--- src/design/ppw_pkg.sv ---
// Package of mode codes and constants for the push-pull and pulse-skipping waveform block
package ppw_pkg;

    // ----------------------------------------
    // Mode selection
    // ----------------------------------------
    typedef enum logic [2:0] {
        PPW_MODE_PP       = 3'h0,
        PPW_MODE_PP_COMP  = 3'h1,
        PPW_MODE_PP_FB4   = 3'h2,
        PPW_MODE_PP_FB6   = 3'h3,
        PPW_MODE_SKIP     = 3'h4,
        PPW_MODE_SKIP_CMP = 3'h5
    } ppw_mode_e;

    // ----------------------------------------
    // Widths and reset values
    // ----------------------------------------
    localparam int unsigned PPW_DB_W       = 8;
    localparam int unsigned PPW_NUM_OUT    = 6;
    localparam int unsigned PPW_NUM_SRC    = 4;
    localparam logic        PPW_ODD_RST    = 1'b1;
    localparam logic [7:0]  PPW_DB_ZERO    = 8'h00;

    // Output indices
    localparam int unsigned PPW_IDX_A = 0;
    localparam int unsigned PPW_IDX_B = 1;
    localparam int unsigned PPW_IDX_C = 2;
    localparam int unsigned PPW_IDX_D = 3;
    localparam int unsigned PPW_IDX_E = 4;
    localparam int unsigned PPW_IDX_F = 5;

endpackage : ppw_pkg

--- src/design/ppw_if.sv ---
// Interface between the waveform core and a dead-band pair driver
`timescale 1ns/1ps
`default_nettype none
interface ppw_pair_if;
    logic       set_p;
    logic       clr_p;
    logic       db_en;
    logic [7:0] db_rise;
    logic [7:0] db_fall;
    logic       pri;
    logic       cmp;
    modport core (output set_p, clr_p, db_en, db_rise, db_fall, input pri, cmp);
    modport pair (input set_p, clr_p, db_en, db_rise, db_fall, output pri, cmp);
endinterface : ppw_pair_if
`default_nettype wire

--- src/design/ppw_pair.sv ---
// Primary/complementary pair with optional dead band on each hand-off
`timescale 1ns/1ps
`default_nettype none
module ppw_pair (
    // Clock, reset and enable
    input  wire logic  core_clk_i,
    input  wire logic  sys_rst_i,
    input  wire logic  enable_i,
    // Core side
    ppw_pair_if.pair   p
);
    import ppw_pkg::*;

    typedef enum logic [1:0] {
        PPW_S_CMP  = 2'b00,
        PPW_S_DBR  = 2'b01,
        PPW_S_PRI  = 2'b11,
        PPW_S_DBF  = 2'b10
    } ppw_pst_e;

    ppw_pst_e            st_q;
    logic [PPW_DB_W-1:0] cnt_q;

    // Complementary off, rising dead band, primary on; mirror on the fall
    always_ff @(posedge core_clk_i or posedge sys_rst_i) begin
        if (sys_rst_i) begin
            st_q  <= PPW_S_CMP;
            cnt_q <= PPW_DB_ZERO;
        end else if (!enable_i) begin
            st_q  <= PPW_S_CMP;
            cnt_q <= PPW_DB_ZERO;
        end else if (p.clr_p && (st_q == PPW_S_PRI || st_q == PPW_S_DBR)) begin
            if (p.db_en && p.db_fall != PPW_DB_ZERO) begin
                st_q  <= PPW_S_DBF;
                cnt_q <= p.db_fall;
            end else begin
                st_q  <= PPW_S_CMP;
            end
        end else if (p.set_p && (st_q == PPW_S_CMP || st_q == PPW_S_DBF)) begin
            if (p.db_en && p.db_rise != PPW_DB_ZERO) begin
                st_q  <= PPW_S_DBR;
                cnt_q <= p.db_rise;
            end else begin
                st_q  <= PPW_S_PRI;
            end
        end else begin
            case (st_q)
                PPW_S_DBR: begin
                    if (cnt_q <= 8'h01) begin
                        st_q <= PPW_S_PRI;
                    end
                    cnt_q <= cnt_q - 8'h01;
                end
                PPW_S_DBF: begin
                    if (cnt_q <= 8'h01) begin
                        st_q <= PPW_S_CMP;
                    end
                    cnt_q <= cnt_q - 8'h01;
                end
                default: begin
                    cnt_q <= PPW_DB_ZERO;
                end
            endcase
        end
    end

    assign p.pri = (st_q == PPW_S_PRI);
    assign p.cmp = enable_i && (st_q == PPW_S_CMP);

endmodule : ppw_pair
`default_nettype wire

--- src/design/ppw_gen.sv ---
// Push-pull and pulse-skipping output waveform generator
`timescale 1ns/1ps
`default_nettype none
// What this block does
// - Basic push-pull drives A on odd periods, B on even periods.
// - Basic push-pull uses only A and B, no dead band or steering.
// - Odd period rise sets A, fall clears A; even periods same for B.
// - Complementary push-pull drives pair A/E on odd, pair B/F on even periods.
// - Odd period: E off, rising dead band, A on; reverse on fall.
// - Even period: F off, rising dead band, B on; reverse on fall.
// - Four-output push-pull uses A to D only; A equals C, B equals D.
// - Odd events drive A and C together; even events drive B and D.
// - Six-output mode: A to D primaries, E and F complements, dead band allowed.
// - Six-output odd period: E off, dead band, A and C on; reverse on fall.
// - Six-output even period: F off, dead band, B and D on; reverse on fall.
// - Pulse skipping: rise only if an enabled rise source is high at period event.
// - A qualified period sets the primary on the next phase rising event.
// - Pulse skipping: falling events always clear the primary, unqualified.
// - Single pulse skipping drives A only, no dead band or steering.
// - Complementary pulse skipping: A primary, B complement, dead band hand-offs.
// - Each output has its own polarity inversion after waveform generation.
module ppw_gen #(
    parameter int unsigned NUM_SRC = ppw_pkg::PPW_NUM_SRC
) (
    // Clock and reset
    input  wire logic                           core_clk_i,
    input  wire logic                           sys_rst_i,
    // Configuration
    input  wire logic                           enable_i,
    input  wire ppw_pkg::ppw_mode_e             mode_i,
    input  wire logic                           db_rise_en_i,
    input  wire logic                           db_fall_en_i,
    input  wire logic [ppw_pkg::PPW_DB_W-1:0]   db_rise_time_i,
    input  wire logic [ppw_pkg::PPW_DB_W-1:0]   db_fall_time_i,
    input  wire logic [ppw_pkg::PPW_NUM_OUT-1:0] polarity_i,
    // Events
    input  wire logic                           period_evt_i,
    input  wire logic                           rise_evt_i,
    input  wire logic                           fall_evt_i,
    input  wire logic [NUM_SRC-1:0]             rise_src_i,
    input  wire logic [NUM_SRC-1:0]             rise_src_en_i,
    input  wire logic                           phase_rise_evt_i,
    // Status
    output logic                                odd_period_o,
    // Outputs to bridge drivers
    output logic                                pwm_out_a_o,
    output logic                                pwm_out_b_o,
    output logic                                pwm_out_c_o,
    output logic                                pwm_out_d_o,
    output logic                                pwm_out_e_o,
    output logic                                pwm_out_f_o
);
    import ppw_pkg::*;

    // ----------------------------------------
    // Period sequencing
    // ----------------------------------------
    logic odd_q;
    logic skip_armed_q;

    // Toggles on every period event, the first included; first period is odd
    always_ff @(posedge core_clk_i or posedge sys_rst_i) begin
        if (sys_rst_i) begin
            odd_q <= PPW_ODD_RST;
        end else if (!enable_i) begin
            odd_q <= PPW_ODD_RST;
        end else if (period_evt_i) begin
            odd_q <= ~odd_q;
        end
    end

    // The first period event opens period 1, so the inverse of odd_q names the current period
    logic first_q;
    always_ff @(posedge core_clk_i or posedge sys_rst_i) begin
        if (sys_rst_i) begin
            first_q <= 1'b1;
        end else if (!enable_i) begin
            first_q <= 1'b1;
        end else if (period_evt_i) begin
            first_q <= 1'b0;
        end
    end

    // Cur period parity: the first period event opens period 1 (odd)
    logic cur_odd;
    assign cur_odd = first_q ? 1'b1 : ~odd_q;

    // ----------------------------------------
    // Pulse-skip qualification
    // ----------------------------------------
    logic qualify;
    assign qualify = |(rise_src_i & rise_src_en_i);

    always_ff @(posedge core_clk_i or posedge sys_rst_i) begin
        if (sys_rst_i) begin
            skip_armed_q <= 1'b0;
        end else if (!enable_i) begin
            skip_armed_q <= 1'b0;
        end else if (period_evt_i) begin
            skip_armed_q <= qualify;
        end else if (phase_rise_evt_i) begin
            skip_armed_q <= 1'b0;
        end
    end

    logic skip_mode;
    logic skip_set;
    assign skip_mode = (mode_i == PPW_MODE_SKIP) || (mode_i == PPW_MODE_SKIP_CMP);
    assign skip_set  = skip_armed_q && phase_rise_evt_i;

    // ----------------------------------------
    // Event routing to the two pairs
    // ----------------------------------------
    ppw_pair_if odd_if ();
    ppw_pair_if even_if ();

    logic pp_mode;
    logic db_mode;
    assign pp_mode = !skip_mode;
    assign db_mode = (mode_i == PPW_MODE_PP_COMP) || (mode_i == PPW_MODE_PP_FB6)
                     || (mode_i == PPW_MODE_SKIP_CMP);

    always_comb begin
        if (skip_mode) begin
            odd_if.set_p  = skip_set;
            odd_if.clr_p  = fall_evt_i;
        end else begin
            odd_if.set_p  = pp_mode && rise_evt_i && cur_odd;
            odd_if.clr_p  = pp_mode && fall_evt_i && cur_odd;
        end
        even_if.set_p = pp_mode && rise_evt_i && !cur_odd;
        even_if.clr_p = pp_mode && fall_evt_i && !cur_odd;
        odd_if.db_en    = db_mode;
        even_if.db_en   = db_mode;
        odd_if.db_rise  = db_rise_en_i ? db_rise_time_i : PPW_DB_ZERO;
        odd_if.db_fall  = db_fall_en_i ? db_fall_time_i : PPW_DB_ZERO;
        even_if.db_rise = db_rise_en_i ? db_rise_time_i : PPW_DB_ZERO;
        even_if.db_fall = db_fall_en_i ? db_fall_time_i : PPW_DB_ZERO;
    end

    ppw_pair u_odd_pair (
        .core_clk_i (core_clk_i),
        .sys_rst_i  (sys_rst_i),
        .enable_i   (enable_i),
        .p          (odd_if.pair)
    );

    ppw_pair u_even_pair (
        .core_clk_i (core_clk_i),
        .sys_rst_i  (sys_rst_i),
        .enable_i   (enable_i),
        .p          (even_if.pair)
    );

    // ----------------------------------------
    // Pin mapping per mode
    // ----------------------------------------
    logic [PPW_NUM_OUT-1:0] wave;

    always_comb begin
        wave = '0;
        case (mode_i)
            PPW_MODE_PP: begin
                wave[PPW_IDX_A] = odd_if.pri;
                wave[PPW_IDX_B] = even_if.pri;
            end
            PPW_MODE_PP_COMP: begin
                wave[PPW_IDX_A] = odd_if.pri;
                wave[PPW_IDX_E] = odd_if.cmp;
                wave[PPW_IDX_B] = even_if.pri;
                wave[PPW_IDX_F] = even_if.cmp;
            end
            PPW_MODE_PP_FB4: begin
                wave[PPW_IDX_A] = odd_if.pri;
                wave[PPW_IDX_C] = odd_if.pri;
                wave[PPW_IDX_B] = even_if.pri;
                wave[PPW_IDX_D] = even_if.pri;
            end
            PPW_MODE_PP_FB6: begin
                wave[PPW_IDX_A] = odd_if.pri;
                wave[PPW_IDX_C] = odd_if.pri;
                wave[PPW_IDX_E] = odd_if.cmp;
                wave[PPW_IDX_B] = even_if.pri;
                wave[PPW_IDX_D] = even_if.pri;
                wave[PPW_IDX_F] = even_if.cmp;
            end
            PPW_MODE_SKIP: begin
                wave[PPW_IDX_A] = odd_if.pri;
            end
            PPW_MODE_SKIP_CMP: begin
                wave[PPW_IDX_A] = odd_if.pri;
                wave[PPW_IDX_B] = odd_if.cmp;
            end
            default: begin
                wave = '0;
            end
        endcase
    end

    // ----------------------------------------
    // Polarity and output registers
    // ----------------------------------------
    logic [PPW_NUM_OUT-1:0] out_q;

    always_ff @(posedge core_clk_i or posedge sys_rst_i) begin
        if (sys_rst_i) begin
            out_q <= '0;
        end else begin
            out_q <= wave ^ polarity_i;
        end
    end

    assign odd_period_o = cur_odd;
    assign pwm_out_a_o  = out_q[PPW_IDX_A];
    assign pwm_out_b_o  = out_q[PPW_IDX_B];
    assign pwm_out_c_o  = out_q[PPW_IDX_C];
    assign pwm_out_d_o  = out_q[PPW_IDX_D];
    assign pwm_out_e_o  = out_q[PPW_IDX_E];
    assign pwm_out_f_o  = out_q[PPW_IDX_F];

endmodule : ppw_gen
`default_nettype wire

--- config.mk ---
export PLATFORM = sky130hd
export DESIGN_NAME = ppw_gen
export DESIGN_NICKNAME = d
export VERILOG_FILES = /design/src/design/ppw_pkg.sv /design/src/design/ppw_if.sv /design/src/design/ppw_pair.sv /design/src/design/ppw_gen.sv
export SDC_FILE = /design/constraint.sdc
export NUM_CORES = 1
export LEC_CHECK = 0
export ABC_CLOCK_PERIOD_IN_PS = 2840
export BUFFER_PORTS_ARGS = -buffer_cell sky130_fd_sc_hd__buf_4
export CORE_MARGIN = 3
export CORE_UTILIZATION = 53
export CTS_BUF_LIST = sky130_fd_sc_hd__clkbuf_4
export CTS_CLUSTER_DIAMETER = 200
export DETAILED_ROUTE_END_ITERATION = 12
export PLACE_DENSITY_LB_ADDON = 0.25
export SYNTH_ARGS = -nofsm -noshare
export SYNTH_HDL_FRONTEND = slang
export SYNTH_SLANG_ARGS = --single-unit
--- constraint.sdc ---
create_clock -name core_clk_i -period 2.84 [get_ports core_clk_i]
set_input_delay 0.426 -clock core_clk_i [delete_from_list [all_inputs] [get_ports core_clk_i]]
set_output_delay 0.426 -clock core_clk_i [all_outputs]
set_load 0.02 [all_outputs]
==> results by stage, run 1 <==
CTS:
- The clock drives 29 sinks.
- Clock-pin slew was measured on the worst setup and hold paths at 0.10 ns.
- The maximum count of clock buffers along a single path is 2.
- In this run, CTS created clock tree buffers numbering 5.
- After clock tree synthesis, the repair step resized 0 gates.
- The number of buffers added to fix hold violations after cts is 0.
- The count of buffers added by post-CTS timing repair for setup is 0.
- The CTS H-tree depth is 2.
- The CTS tree is yes.
- At the later pin of the worst-skew pair, clock insertion delay measures 0.33 ns.
- The root cell of the clock tree is sky130_fd_sc_hd__clkbuf_4.

Finish:
- The utilization after layout is 66.7%.
- At the end of the flow, the number of nets in the layout was 383.
- The area overhead of the layout relative to synthesis is 18.2%.
- The finished layout holds 380 standard cells, fillers aside.
- The fill cell total of the finished layout is 358.
- In the final layout, the share of cells above drive strength 1 is 20.6%.
- 0 antenna diodes ended up in the layout.

Timing:
- The slew of the pin with the lowest slew margin is 0.722 ns.
- Timing would allow up to 391 MHz.
- The setup TNS after final layout is 0 ns.
- The count of final setup violators is 0.
- The hold violation count in the final report is 0.
- The portion of the clock cycle consumed by the worst path in the final layout is 90.1%.
- Across the routed clock network, the largest skew measured is 0.00867 ns.
- The minimum period implied by the final worst setup slack is 2.56 ns.
- The final number of max-transition violations is 0.
- The relative max-transition margin is 51.9%.
- Setup repair after global routing left no endpoint under its margin.

Global routing:
- The largest net degree at the start of global routing is 30.
- Global routing finished with a remaining overflow of 0.
- The number of antenna violations at the first check in global routing is 0.
- The wire length of the first global-routing pass is 10.2 mm.
- The via count of the first global-routing pass came to 2190.
- In the global route stage, overall resource usage came out at 24.6%.

Route:
- The count of nets left with antenna violations once routing finished came out at 0.
- The first routing iteration left 247 violations.
- The total vias in the final route is 2416.
- The routed length per placed instance is 16.2 um.
- The total routed wirelength is 6.16 mm.
- Dividing the detail-routed via count by the number of cells gives 6.36.
- The number of detailed-route iterations in the first pass is 5.
- For this run, design rule violations remaining after detail routing come to 0.

Synthesis:
- In this run the mean area of a mapped cell was 8.14 um^2.
- The cell area that synthesis handed to floorplanning was 0.00230 mm^2.
- The top flip-flop cell by instance count after synthesis is sky130_fd_sc_hd__dfrtp_1.
- The synthesized netlist devotes 29.4% of its cell area to compound gates.
- The share of flip-flops with an asynchronous set or reset after synthesis is 100%.
- The post-synthesis mux area share is 2.33%.
- The largest family of logic cells by synthesized area is compound AO/OA/AOI/OAI gates.
- The unique cell type count in the Yosys netlist is 53.
- The share of synthesized cell area in full adder, half adder and majority cells is 6.51%.
- The number of synthesis warnings is 0.
- Synthesis inferred 29 register bits.
- The post-synthesis share of cell area spent on xor and xnor gates is 3.42%.
- The number of synthesized flops with an enable pin is 0.
- Summing the sequential cell areas from Yosys gives 31.6% of the chip area.
- The number of nets handed over by synthesis was 337.
- The number of cells produced by synthesis is 283.
- After Yosys synthesis, and, or, nand and nor cells account for 21.0% of the synthesized area.

Die:
- The area enclosed by the die boundary is 0.00518 mm^2.
- Once the floorplan was initialized, standard cells occupied 56.4% of the core.
- The chip width is 71.9 um.
- The number of top-level pins is 49.
- The core region is 0.00409 mm^2.
- The number of rows in the core area is 23.
- From bottom edge to top edge, the die measures 71.9 um.

Placement:
- Detailed placement ended at an HPWL of 4.65 mm.
- The number of placed instances, taps included is 372.
- At the end of routability-driven placement, the weighted congestion stood at 0.922.
- The count of buffers inserted at the top-level ports is 48.

Setup path:
- The endpoint class of the critical path is a flip-flop.
- In this run the number of cells on the critical path is 6.
- The worst stage delay on the critical path is 0.49 ns.
- In this design, the largest share of critical-path delay is due to compound AO/OA/AOI/OAI gates.
- The slowest stage of the critical path is the sky130_fd_sc_hd__o31ai_1 cell.
- The worst setup slack for register-to-register paths is 0.28 ns.
- STA classifies the critical path startpoint as a flip-flop.
- Along the worst path, the maximum fanout reaches 9.
- The critical path arrival is 2.78 ns.
- By startpoint and endpoint, the worst setup path is classified as reg2reg.
- The logic depth of the worst register-to-register path is 6.
- The data required time of the worst path is 3.06 ns.
- Together, buffers and inverters on the worst path number 1.
- The worst register-to-register path begins at u_even_pair.st_q[1]$_DFFE_PP0P_.
- The endpoint of the most critical register-to-register path is u_even_pair.st_q[0]$_DFFE_PP0P_.
- Walking the worst path, the cells encountered are inv_1 -> ha_1 -> o21ai_0 -> a21oi_1 -> o31ai_1 -> mux2_2.

Power:
- IR analysis of the VDD net gives a maximum drop of 0.000408 V.
- The leakage power figure is 1.21 nW.
- The post-layout total power is 2.42 mW.
- The cell area power density is 887 mW/mm^2.

Status:
- The flow ran to the end, and the final reports show no timing, DRC or antenna violations.

Hold path:
- The worst hold path belongs to the class in2async.

Run:
- Max-cap violations in this run came to 0.
[registers in the layout, indices dropped and copies added (netlist names)]
name               flops
u_even_pair.st_q       2
u_odd_pair.st_q        2
skip_armed_q           1
u_even_pair.cnt_q      8
odd_q                  1
u_odd_pair.cnt_q       8
out_q                  6
first_q                1
[cell usage in the layout, fill, tap and decap left out, drive strengths merged, types with 5 or more instances in the layout]
master / count
o22ai: 7
nand2: 36
xnor2: 6
and3: 8
buf: 50
o21ai: 25
ha: 12
a21oi: 22
a22oi: 5
o31ai: 8
inv: 17
nor2: 20
nor3: 9
clkbuf: 5
a211oi: 5
dfrtp: 27
a31oi: 7
[kinds of logic (layout without fill, tap and decap cells)]
| logic type | after synthesis | after routing |
|---|---|---|
| simple gates | 98 | 98 |
| compound gates | 102 | 102 |
| mux | 5 | 5 |
| xor+xnor | 9 | 9 |
| fa+ha+maj | 12 | 12 |
| buf+inv | 28 | 75 |
| flops | 29 | 29 |
[power by group]
part / switching [mW] / internal (mW)
Combinational: 0.880 / 0.604
Clock: 0.152 / 0.0893
Sequential: 0.132 / 0.561
[area by class of cell]
class / instances / area (um^2) / share of cell area, %
timing repair buffer: 50 / 375 / 13.8
sequential: 29 / 728 / 26.7
clock inverter: 3 / 12.5 / 0.459
inverter: 17 / 63.8 / 2.34
multi-input combinational: 226 / 1450 / 53.0
clock buffer: 5 / 37.5 / 1.38
tap: 50 / 62.6 / 2.30
[metal layers]
metal / vias up / wire [um] / global-route usage [%]
li1: 1145 / - / -
met3: 14 / 566 / 4.16
met5: - / 0 / 0
met2: 134 / 2930 / 39.8
met4: 0 / 101 / 8.35
met1: 1123 / 2560 / 33.4
[cells in the mapped netlist, types with 3 or more instances]
cell                       count  area, um^2
sky130_fd_sc_hd__nor2_1       20        75.1
sky130_fd_sc_hd__a22oi_1       5        37.5
sky130_fd_sc_hd__a21oi_1      21         105
sky130_fd_sc_hd__and3_1        8        50.1
sky130_fd_sc_hd__or4_1         4        30.0
sky130_fd_sc_hd__nor3_1        8        40.0
sky130_fd_sc_hd__o22ai_1       6        37.5
sky130_fd_sc_hd__clkbuf_1      7        26.3
sky130_fd_sc_hd__a31oi_1       6        37.5
sky130_fd_sc_hd__nor4_1        4        25.0
sky130_fd_sc_hd__nor2b_1       3        18.8
sky130_fd_sc_hd__nor3b_1       3        22.5
sky130_fd_sc_hd__a22o_1        3        26.3
sky130_fd_sc_hd__xor2_1        3        26.3
sky130_fd_sc_hd__o21a_1        4        30.0
sky130_fd_sc_hd__xnor2_1       6        52.6
sky130_fd_sc_hd__nand2_1      36         135
sky130_fd_sc_hd__o31ai_1       8        60.1
sky130_fd_sc_hd__a211oi_1      5        37.5
sky130_fd_sc_hd__ha_1         12         150
sky130_fd_sc_hd__nand3_1       3        15.0
sky130_fd_sc_hd__o21ai_0      24         120
sky130_fd_sc_hd__mux2_2        3        33.8
sky130_fd_sc_hd__dfrtp_1      27         676
sky130_fd_sc_hd__inv_1        17        63.8
[stage by stage]
step / setup WS [ns] / hold WS, ns / instance area [um^2]
5_1_grt: 0.0505 / 0.191 / 2730
3_5_place_dp: 0.356 / 0.491 / 2680
6_report: 0.281 / 0.156 / 2730
3_3_place_gp: 0.410 / 0.485 / 2680
4_1_cts: 0.344 / 0.176 / 2730
2_1_floorplan: 0.743 / 0.466 / 2300
[worst register-to-register path: stages, from the launching register on]
cell and delay [ns]:
sky130_fd_sc_hd__dfrtp_1 0.43, sky130_fd_sc_hd__inv_1 0.08, sky130_fd_sc_hd__ha_1 0.23, sky130_fd_sc_hd__o21ai_0 0.47, sky130_fd_sc_hd__a21oi_1 0.37, sky130_fd_sc_hd__o31ai_1 0.49, sky130_fd_sc_hd__mux2_2 0.39
[worst max-delay path by stage]
stage	from	to
floorplan	db_fall_time_i[2]	u_even_pair.cnt_q[0]$_DFFE_PP0P_
global route	u_even_pair.st_q[1]$_DFFE_PP0P_	u_even_pair.st_q[0]$_DFFE_PP0P_
CTS	u_even_pair.st_q[1]$_DFFE_PP0P_	u_even_pair.st_q[0]$_DFFE_PP0P_
global placement	u_even_pair.st_q[1]$_DFFE_PP0P_	u_even_pair.st_q[0]$_DFFE_PP0P_
finish	u_even_pair.st_q[1]$_DFFE_PP0P_	u_even_pair.st_q[0]$_DFFE_PP0P_
detailed placement	u_even_pair.st_q[1]$_DFFE_PP0P_	u_even_pair.st_q[0]$_DFFE_PP0P_
No activity file was read; power rests on OpenSTA's default activity.
==> run 2: changes to the inputs <==
--- a/config.mk
+++ b/config.mk
@@ -5,8 +5,8 @@
 export SDC_FILE = /design/constraint.sdc
 export NUM_CORES = 1
 export LEC_CHECK = 0
-export ABC_CLOCK_PERIOD_IN_PS = 2840
 export BUFFER_PORTS_ARGS = -buffer_cell sky130_fd_sc_hd__buf_4
+export CORE_ASPECT_RATIO = 0.8
 export CORE_MARGIN = 3
 export CORE_UTILIZATION = 53
 export CTS_BUF_LIST = sky130_fd_sc_hd__clkbuf_4
==> run 2 against run 1 <==
Setup slack better by 0.068 ns. Critical endpoint unchanged. Critical path depth stayed put. Sequential power hardly changed. Largest power group unchanged. Clock skew is 0.015 ns higher.
==> results by stage, run 2 (synthesis gave the netlist of run 1 again) <==
Die:
- The area enclosed by the die boundary is 0.00518 mm^2 (about the same).
- The number of rows in the core area came to 20 (was 23).
- The chip width was 79.7 um (was 71.9 um).
- The core outline area is 0.00398 mm^2 (was 0.00409 mm^2).
- The initial core utilization was 57.9% (was 56.4%).
- The number of top-level pins came to 49 (unchanged).
- The chip height was 65.0 um (was 71.9 um).

Route:
- The DRC violation total after the first TritonRoute iteration is 185 (was 247).
- The number of vias per cell after detailed routing is 6.20 (was 6.36).
- The number of nets with antenna violations after routing is 0 (unchanged).
- The number of detailed-route iterations in the first pass is 4 (was 5).
- The routed length per placed instance is 16.4 um (was 16.2 um).
- The total vias in the final route is 2387 (was 2416).
- The residual DRC count is 0 (unchanged).
- The total routed wirelength is 6.33 mm (was 6.16 mm).

Setup path:
- The worst setup slack for register-to-register paths is 0.35 ns (was 0.28 ns).
- The critical path arrival came to 2.73 ns (was 2.78 ns).
- The endpoint of the most critical register-to-register path is u_even_pair.st_q[0]$_DFFE_PP0P_ (unchanged).
- The endpoint class of the critical path is a flip-flop (unchanged).
- The critical path class was reg2reg (unchanged).
- The type of element launching the critical path is a flip-flop (unchanged).
- The largest driver fanout on the critical path is 9 (unchanged).
- The launch instance of the worst register-to-register path is u_even_pair.st_q[1]$_DFFE_PP0P_ (unchanged).
- The data required time of the worst path is 3.08 ns (was 3.06 ns).
- The logic depth of the worst register-to-register path was 6 (unchanged).

Timing:
- The fmax was 401 MHz (was 391 MHz).
- The count of final setup violators is 0 (unchanged).
- The portion of the clock cycle consumed by the worst path in the final layout is 87.7% (was 90.1%).
- The largest clock skew in the final design is 0.0236 ns (was 0.00867 ns).
- The final number of max-transition violations is 0 (unchanged).
- The setup TNS after final layout came to 0 ns (unchanged).
- The hold violation count in the final report is 0 (unchanged).
- Unrepaired setup endpoints after global routing: false (unchanged).
- The relative max-transition margin is 57.0% (was 51.9%).
- The minimum period implied by the final worst setup slack is 2.49 ns (was 2.56 ns).
- The final critical-path setup slack is 0.349 ns (was 0.281 ns).
- The slew of the pin with the lowest slew margin is 0.642 ns (was 0.722 ns).

Global routing:
- The number of antenna violations at the first check in global routing is 0 (unchanged).
- The total grt overflow was 0 (unchanged).
- The largest net degree at the start of global routing came to 30 (unchanged).
- The total routing resource utilization after global routing is 26.2% (was 24.6%).
- The wire length of the first global-routing pass is 10.6 mm (was 10.2 mm).
- The via count of the first global-routing pass came to 2182 (was 2190).

Finish:
- Registers with the most flip-flops: u_even_pair.cnt_q: 8 flops, u_odd_pair.cnt_q: 8 flops, out_q: 6 flops (unchanged).
- The fill cell total of the finished layout is 334 (was 358).
- The fraction of final layout cells sized beyond drive strength 1 came to 21.2% (was 20.6%).
- The final net count is 383 (unchanged).
- Commonest non-fill, non-tap cells in the layout: sky130_fd_sc_hd__buf_4, sky130_fd_sc_hd__nand2_1, sky130_fd_sc_hd__dfrtp_1 (unchanged).
- The most frequent standard cell in the layout excluding fill and tap cells is sky130_fd_sc_hd__buf_4 (unchanged).
- The utilization after layout is 68.8% (was 66.7%).
- The number of diodes added for antenna fixing came to 0 (unchanged).
- The area overhead of the layout relative to synthesis is 18.7% (was 18.2%).

Status:
- Result of the run: finished clean (unchanged).

CTS:
- The maximum count of clock buffers along a single path is 2 (unchanged).
- The count of buffers added by post-CTS timing repair for setup is 0 (unchanged).
- The clock buffer count from CTS is 5 (unchanged).
- The CTS tree is yes (unchanged).
- The root cell of the clock tree is sky130_fd_sc_hd__clkbuf_4 (unchanged).
- The latest clock arrival within the worst-skew pair came to 0.35 ns (was 0.33 ns).
- The CTS H-tree depth is 2 (unchanged).
- The number of gates given a new drive strength after cts is 0 (unchanged).
- The number of sinks on the clock net is 29 (unchanged).
- The clock-pin transition on the worst setup and hold timing paths is 0.11 ns (was 0.10 ns).
- The number of buffers added to fix hold violations after cts is 0 (unchanged).

Power:
- The leakage power figure came to 1.22 nW (was 1.21 nW).
- The peak supply drop is 0.000584 V (was 0.000408 V).
- The cell area power density came to 895 mW/mm^2 (was 887 mW/mm^2).

Placement:
- The estimated wirelength of the detail-placed design is 4.74 mm (was 4.65 mm).
- The global placer's final weighted congestion is 0.915 (was 0.922).
- The minimum setup slack after placement came to 0.443 ns (was 0.356 ns).
- The count of buffers inserted at the top-level ports is 48 (unchanged).

Hold path:
- The class of the worst hold path is in2async (unchanged).

Run:
- The number of maximum-capacitance constraint violations is 0 (unchanged).
## run 2: how the worst max path moves through the flow
stage	startpoint	endpoint	cells after the start
finish	u_even_pair.st_q[1]$_DFFE_PP0P_	u_even_pair.st_q[0]$_DFFE_PP0P_	6
global route	u_even_pair.st_q[1]$_DFFE_PP0P_	u_even_pair.st_q[0]$_DFFE_PP0P_	6
CTS	u_even_pair.st_q[1]$_DFFE_PP0P_	u_even_pair.st_q[0]$_DFFE_PP0P_	6
detailed placement	u_even_pair.st_q[1]$_DFFE_PP0P_	u_even_pair.st_q[0]$_DFFE_PP0P_	6
global placement	u_even_pair.st_q[1]$_DFFE_PP0P_	u_even_pair.st_q[0]$_DFFE_PP0P_	6
floorplan	db_fall_time_i[2]	u_even_pair.cnt_q[0]$_DFFE_PP0P_	6
## run 2: metrics by stage
stage / total power, mW / hold WS [ns] / cells / cell area [um^2]
after detailed placement: 2.16 / 0.505 / 377 / 2680
after CTS: 2.42 / 0.167 / 385 / 2740
after floorplan: 1.80 / 0.466 / 283 / 2300
after global routing: 2.68 / 0.194 / 385 / 2740
after global placement: 2.12 / 0.506 / 377 / 2680
final: 2.45 / 0.153 / 385 / 2740
## run 2: critical path, stage by stage (launching register included)
cell,delay [ns]
sky130_fd_sc_hd__dfrtp_1,0.45
sky130_fd_sc_hd__inv_1,0.09
sky130_fd_sc_hd__ha_1,0.23
sky130_fd_sc_hd__o21ai_0,0.45
sky130_fd_sc_hd__a21oi_1,0.33
sky130_fd_sc_hd__o31ai_1,0.44
sky130_fd_sc_hd__mux2_2,0.39
## run 2: area by class of cell
| class | count | area, um^2 | share of cell area (%) |
|---|---|---|---|
| timing repair buffer | 50 | 375 | 13.7 |
| inverter | 17 | 63.8 | 2.33 |
| clock inverter | 2 | 10.0 | 0.366 |
| sequential | 29 | 728 | 26.6 |
| multi-input combinational | 226 | 1450 | 52.8 |
| tap | 55 | 68.8 | 2.51 |
| clock buffer | 6 | 45.0 | 1.65 |
## run 2: per-layer routing
| metal | vias up | share of wire [%] | global-route usage (%) |
|---|---|---|---|
| li1 | 1142 | - | - |
| met1 | 1098 | 46 | 37.9 |
| met2 | 132 | 44 | 38.6 |
| met3 | 15 | 8.1 | 5.14 |
| met4 | 0 | 1.5 | 9.01 |
| met5 | - | 0 | 0 |
## run 2: report_power, final
part | switching (mW) | total (mW) | internal, mW
registers | 0.133 | 0.693 | 0.561
logic | 0.892 | 1.50 | 0.608
clock network | 0.153 | 0.257 | 0.104
total | 1.18 | 2.45 | 1.27
==> run 3: changes to the inputs <==
==> constraint.sdc (replaced) <==
create_clock -name core_clk_i -period 3 [get_ports core_clk_i]
set_input_delay 0.45 -clock core_clk_i [delete_from_list [all_inputs] [get_ports core_clk_i]]
set_output_delay 0.45 -clock core_clk_i [all_outputs]
set_load 0.02 [all_outputs]
==> run 3 against run 2 <==
Clock skew is 0.010 ns lower. Via count decreased by 2.4%. Combinational power down 7%. Design area increased by 0.87%. Worst hold slack improved by 0.017 ns. Sequential power decreased by 5.5%. Sequential cell count unchanged.
==> results by stage, run 3 (synthesis gave the netlist of run 1 again) <==
Timing:
- The hold violation count in the final report is 0 (unchanged).
- The largest clock skew in the final design is 0.0135 ns (was 0.0236 ns).
- The relative max-transition margin is 57.1% (was 57.0%).
- The minimum period implied by the final worst setup slack is 2.44 ns (was 2.49 ns).
- The slew of the pin with the lowest slew margin is 0.640 ns (was 0.642 ns).
- The fmax came to 409 MHz (was 401 MHz).
- The final number of max-transition violations was 0 (unchanged).
- The count of final setup violators is 0 (unchanged).
- The portion of the clock cycle consumed by the worst path in the final layout is 81.4% (was 87.7%).
- The setup TNS after final layout is 0 ns (unchanged).
- Unrepaired setup endpoints after global routing: false (unchanged).

Setup path:
- The critical path arrival is 2.67 ns (was 2.73 ns).
- The largest driver fanout on the critical path came to 9 (unchanged).
- The endpoint class of the critical path is a flip-flop (unchanged).
- The data required time of the worst path came to 3.22 ns (was 3.08 ns).
- The critical path class is reg2reg (unchanged).
- The type of element launching the critical path is a flip-flop (unchanged).

Finish:
- The final net count was 383 (unchanged).
- The most frequent standard cell in the layout excluding fill and tap cells is sky130_fd_sc_hd__buf_4 (unchanged).
- Commonest non-fill, non-tap cells in the layout: sky130_fd_sc_hd__buf_4, sky130_fd_sc_hd__nand2_1, sky130_fd_sc_hd__dfrtp_1 (unchanged).
- The sequential cell area came to 728 um^2 (unchanged).
- The area overhead of the layout relative to synthesis is 19.8% (was 18.7%).
- Registers with the most flip-flops: u_even_pair.cnt_q: 8 flops, u_odd_pair.cnt_q: 8 flops, out_q: 6 flops (unchanged).
- The area of the multi-input gates is 0.00145 mm^2 (unchanged).
- The fill cell total of the finished layout was 347 (was 334).
- The number of diodes added for antenna fixing came to 0 (unchanged).
- The fraction of final layout cells sized beyond drive strength 1 is 20.9% (was 21.2%).

Die:
- The number of rows in the core area came to 20 (unchanged).
- The number of top-level pins is 49 (unchanged).
- The core outline area is 0.00398 mm^2 (unchanged).
- The area enclosed by the die boundary came to 0.00518 mm^2 (unchanged).
- The chip width was 79.7 um (unchanged).
- The initial core utilization was 57.9% (unchanged).
- The chip height is 65.0 um (unchanged).

Route:
- The number of detailed-route iterations in the first pass is 5 (was 4).
- The number of nets with antenna violations after routing is 0 (unchanged).
- The routed length per placed instance was 16.3 um (was 16.4 um).
- The total routed wirelength is 6.29 mm (was 6.33 mm).
- The DRC violation total after the first TritonRoute iteration came to 251 (was 185).
- The residual DRC count came to 0 (unchanged).
- The total vias in the final route is 2329 (was 2387).
- The number of vias per cell after detailed routing is 6.05 (was 6.20).

CTS:
- The number of buffers added to fix hold violations after cts is 0 (unchanged).
- The CTS H-tree depth came to 2 (unchanged).
- The number of sinks on the clock net is 29 (unchanged).
- The number of gates given a new drive strength after cts was 0 (unchanged).
- The CTS tree was yes (unchanged).
- The maximum count of clock buffers along a single path was 2 (unchanged).
- The latest clock arrival within the worst-skew pair came to 0.34 ns (was 0.35 ns).
- The count of buffers added by post-CTS timing repair for setup came to 0 (unchanged).
- The root cell of the clock tree was sky130_fd_sc_hd__clkbuf_4 (unchanged).
- The clock buffer count from CTS was 5 (unchanged).
- The clock-pin transition on the worst setup and hold timing paths is 0.10 ns (was 0.11 ns).

Power:
- The peak supply drop is 0.000506 V (was 0.000584 V).
- The cell area power density is 858 mW/mm^2 (was 895 mW/mm^2).
- The leakage power figure was 1.22 nW (about the same).
- The post-layout total power came to 2.37 mW (was 2.45 mW).

Placement:
- The estimated wirelength of the detail-placed design is 4.79 mm (was 4.74 mm).
- The global placer's final weighted congestion is 0.924 (was 0.915).
- The count of buffers inserted at the top-level ports came to 48 (unchanged).

Global routing:
- The wire length of the first global-routing pass came to 10.4 mm (was 10.6 mm).
- The largest net degree at the start of global routing is 30 (unchanged).
- The total routing resource utilization after global routing is 25.9% (was 26.2%).
- The via count of the first global-routing pass came to 2141 (was 2182).
- The number of antenna violations at the first check in global routing is 0 (unchanged).
- The total grt overflow is 0 (unchanged).

Hold path:
- The class of the worst hold path is in2async (unchanged).

Run:
- The number of maximum-capacitance constraint violations is 0 (unchanged).

Status:
- Result of the run: finished clean (unchanged).
==> run 3: changes by cell type in the layout (fill, tap and decap cells not counted) <==
cell and change:
sky130_fd_sc_hd__clkinv_1 +1, sky130_fd_sc_hd__bufinv_16 +1, sky130_fd_sc_hd__clkinv_2 -2
==> run 3: critical path: stages, from the launching register on <==
cell and delay, ns:
sky130_fd_sc_hd__dfrtp_1 0.44, sky130_fd_sc_hd__inv_1 0.09, sky130_fd_sc_hd__ha_1 0.23, sky130_fd_sc_hd__o21ai_0 0.43, sky130_fd_sc_hd__a21oi_1 0.33, sky130_fd_sc_hd__o31ai_1 0.44
sky130_fd_sc_hd__mux2_2 0.38
==> run 3: metal layers <==
metal  global-route usage (%)  part of all wire [%]  vias to the layer above
li1                         -                     -                     1137
met1                     37.3                    46                     1082
met2                     38.9                    46                       98
met3                     5.00                   6.7                       12
met4                     7.94                   1.6                        0
met5                        0                     0                        -
==> run 3: path summary, 6_finish.rpt <==
kind | slack, ns | startpoint | cells after the start | endpoint
max | 0.56 | u_even_pair.st_q[1]$_DFFE_PP0P_ | 6 | u_even_pair.st_q[0]$_DFFE_PP0P_
min | 0.17 | sys_rst_i | 3 | u_even_pair.cnt_q[6]$_DFFE_PP0P_
max reg2reg | 0.56 | u_even_pair.st_q[1]$_DFFE_PP0P_ | 6 | u_even_pair.st_q[0]$_DFFE_PP0P_
min reg2reg | 0.52 | first_q$_DFFE_PP1P_ | 2 | first_q$_DFFE_PP1P_
max in group asynchronous | 2.51 | sys_rst_i | 3 | first_q$_DFFE_PP1P_
min in group core_clk_i | 0.29 | polarity_i[5] | 2 | out_q[5]$_DFF_PP0_
==> run 3: layout make-up <==
| type | instances | area share (%) |
|---|---|---|
| clock buffer | 6 | 1.63 |
| sequential | 29 | 26.4 |
| inverter | 17 | 2.31 |
| clock inverter | 2 | 1.22 |
| timing repair buffer | 50 | 13.6 |
| multi-input combinational | 226 | 52.4 |
| tap | 55 | 2.49 |
==> run 3: per-stage QoR <==
stage	area (um^2)	utilization (%)	hold slack (ns)	setup WS, ns	cells
final	2760	69.4	0.170	0.557	385
after global routing	2760	69.4	0.220	0.317	385
after CTS	2760	69.4	0.181	0.590	385
after global placement	2680	67.4	0.502	0.702	377
after floorplan	2300	-	0.466	0.879	283
after detailed placement	2680	67.4	0.508	0.612	377
==> run 3: report_power, final <==
group	internal, mW	switching, mW
sequential	0.531	0.124
clock	0.182	0.142
combinational	0.573	0.818
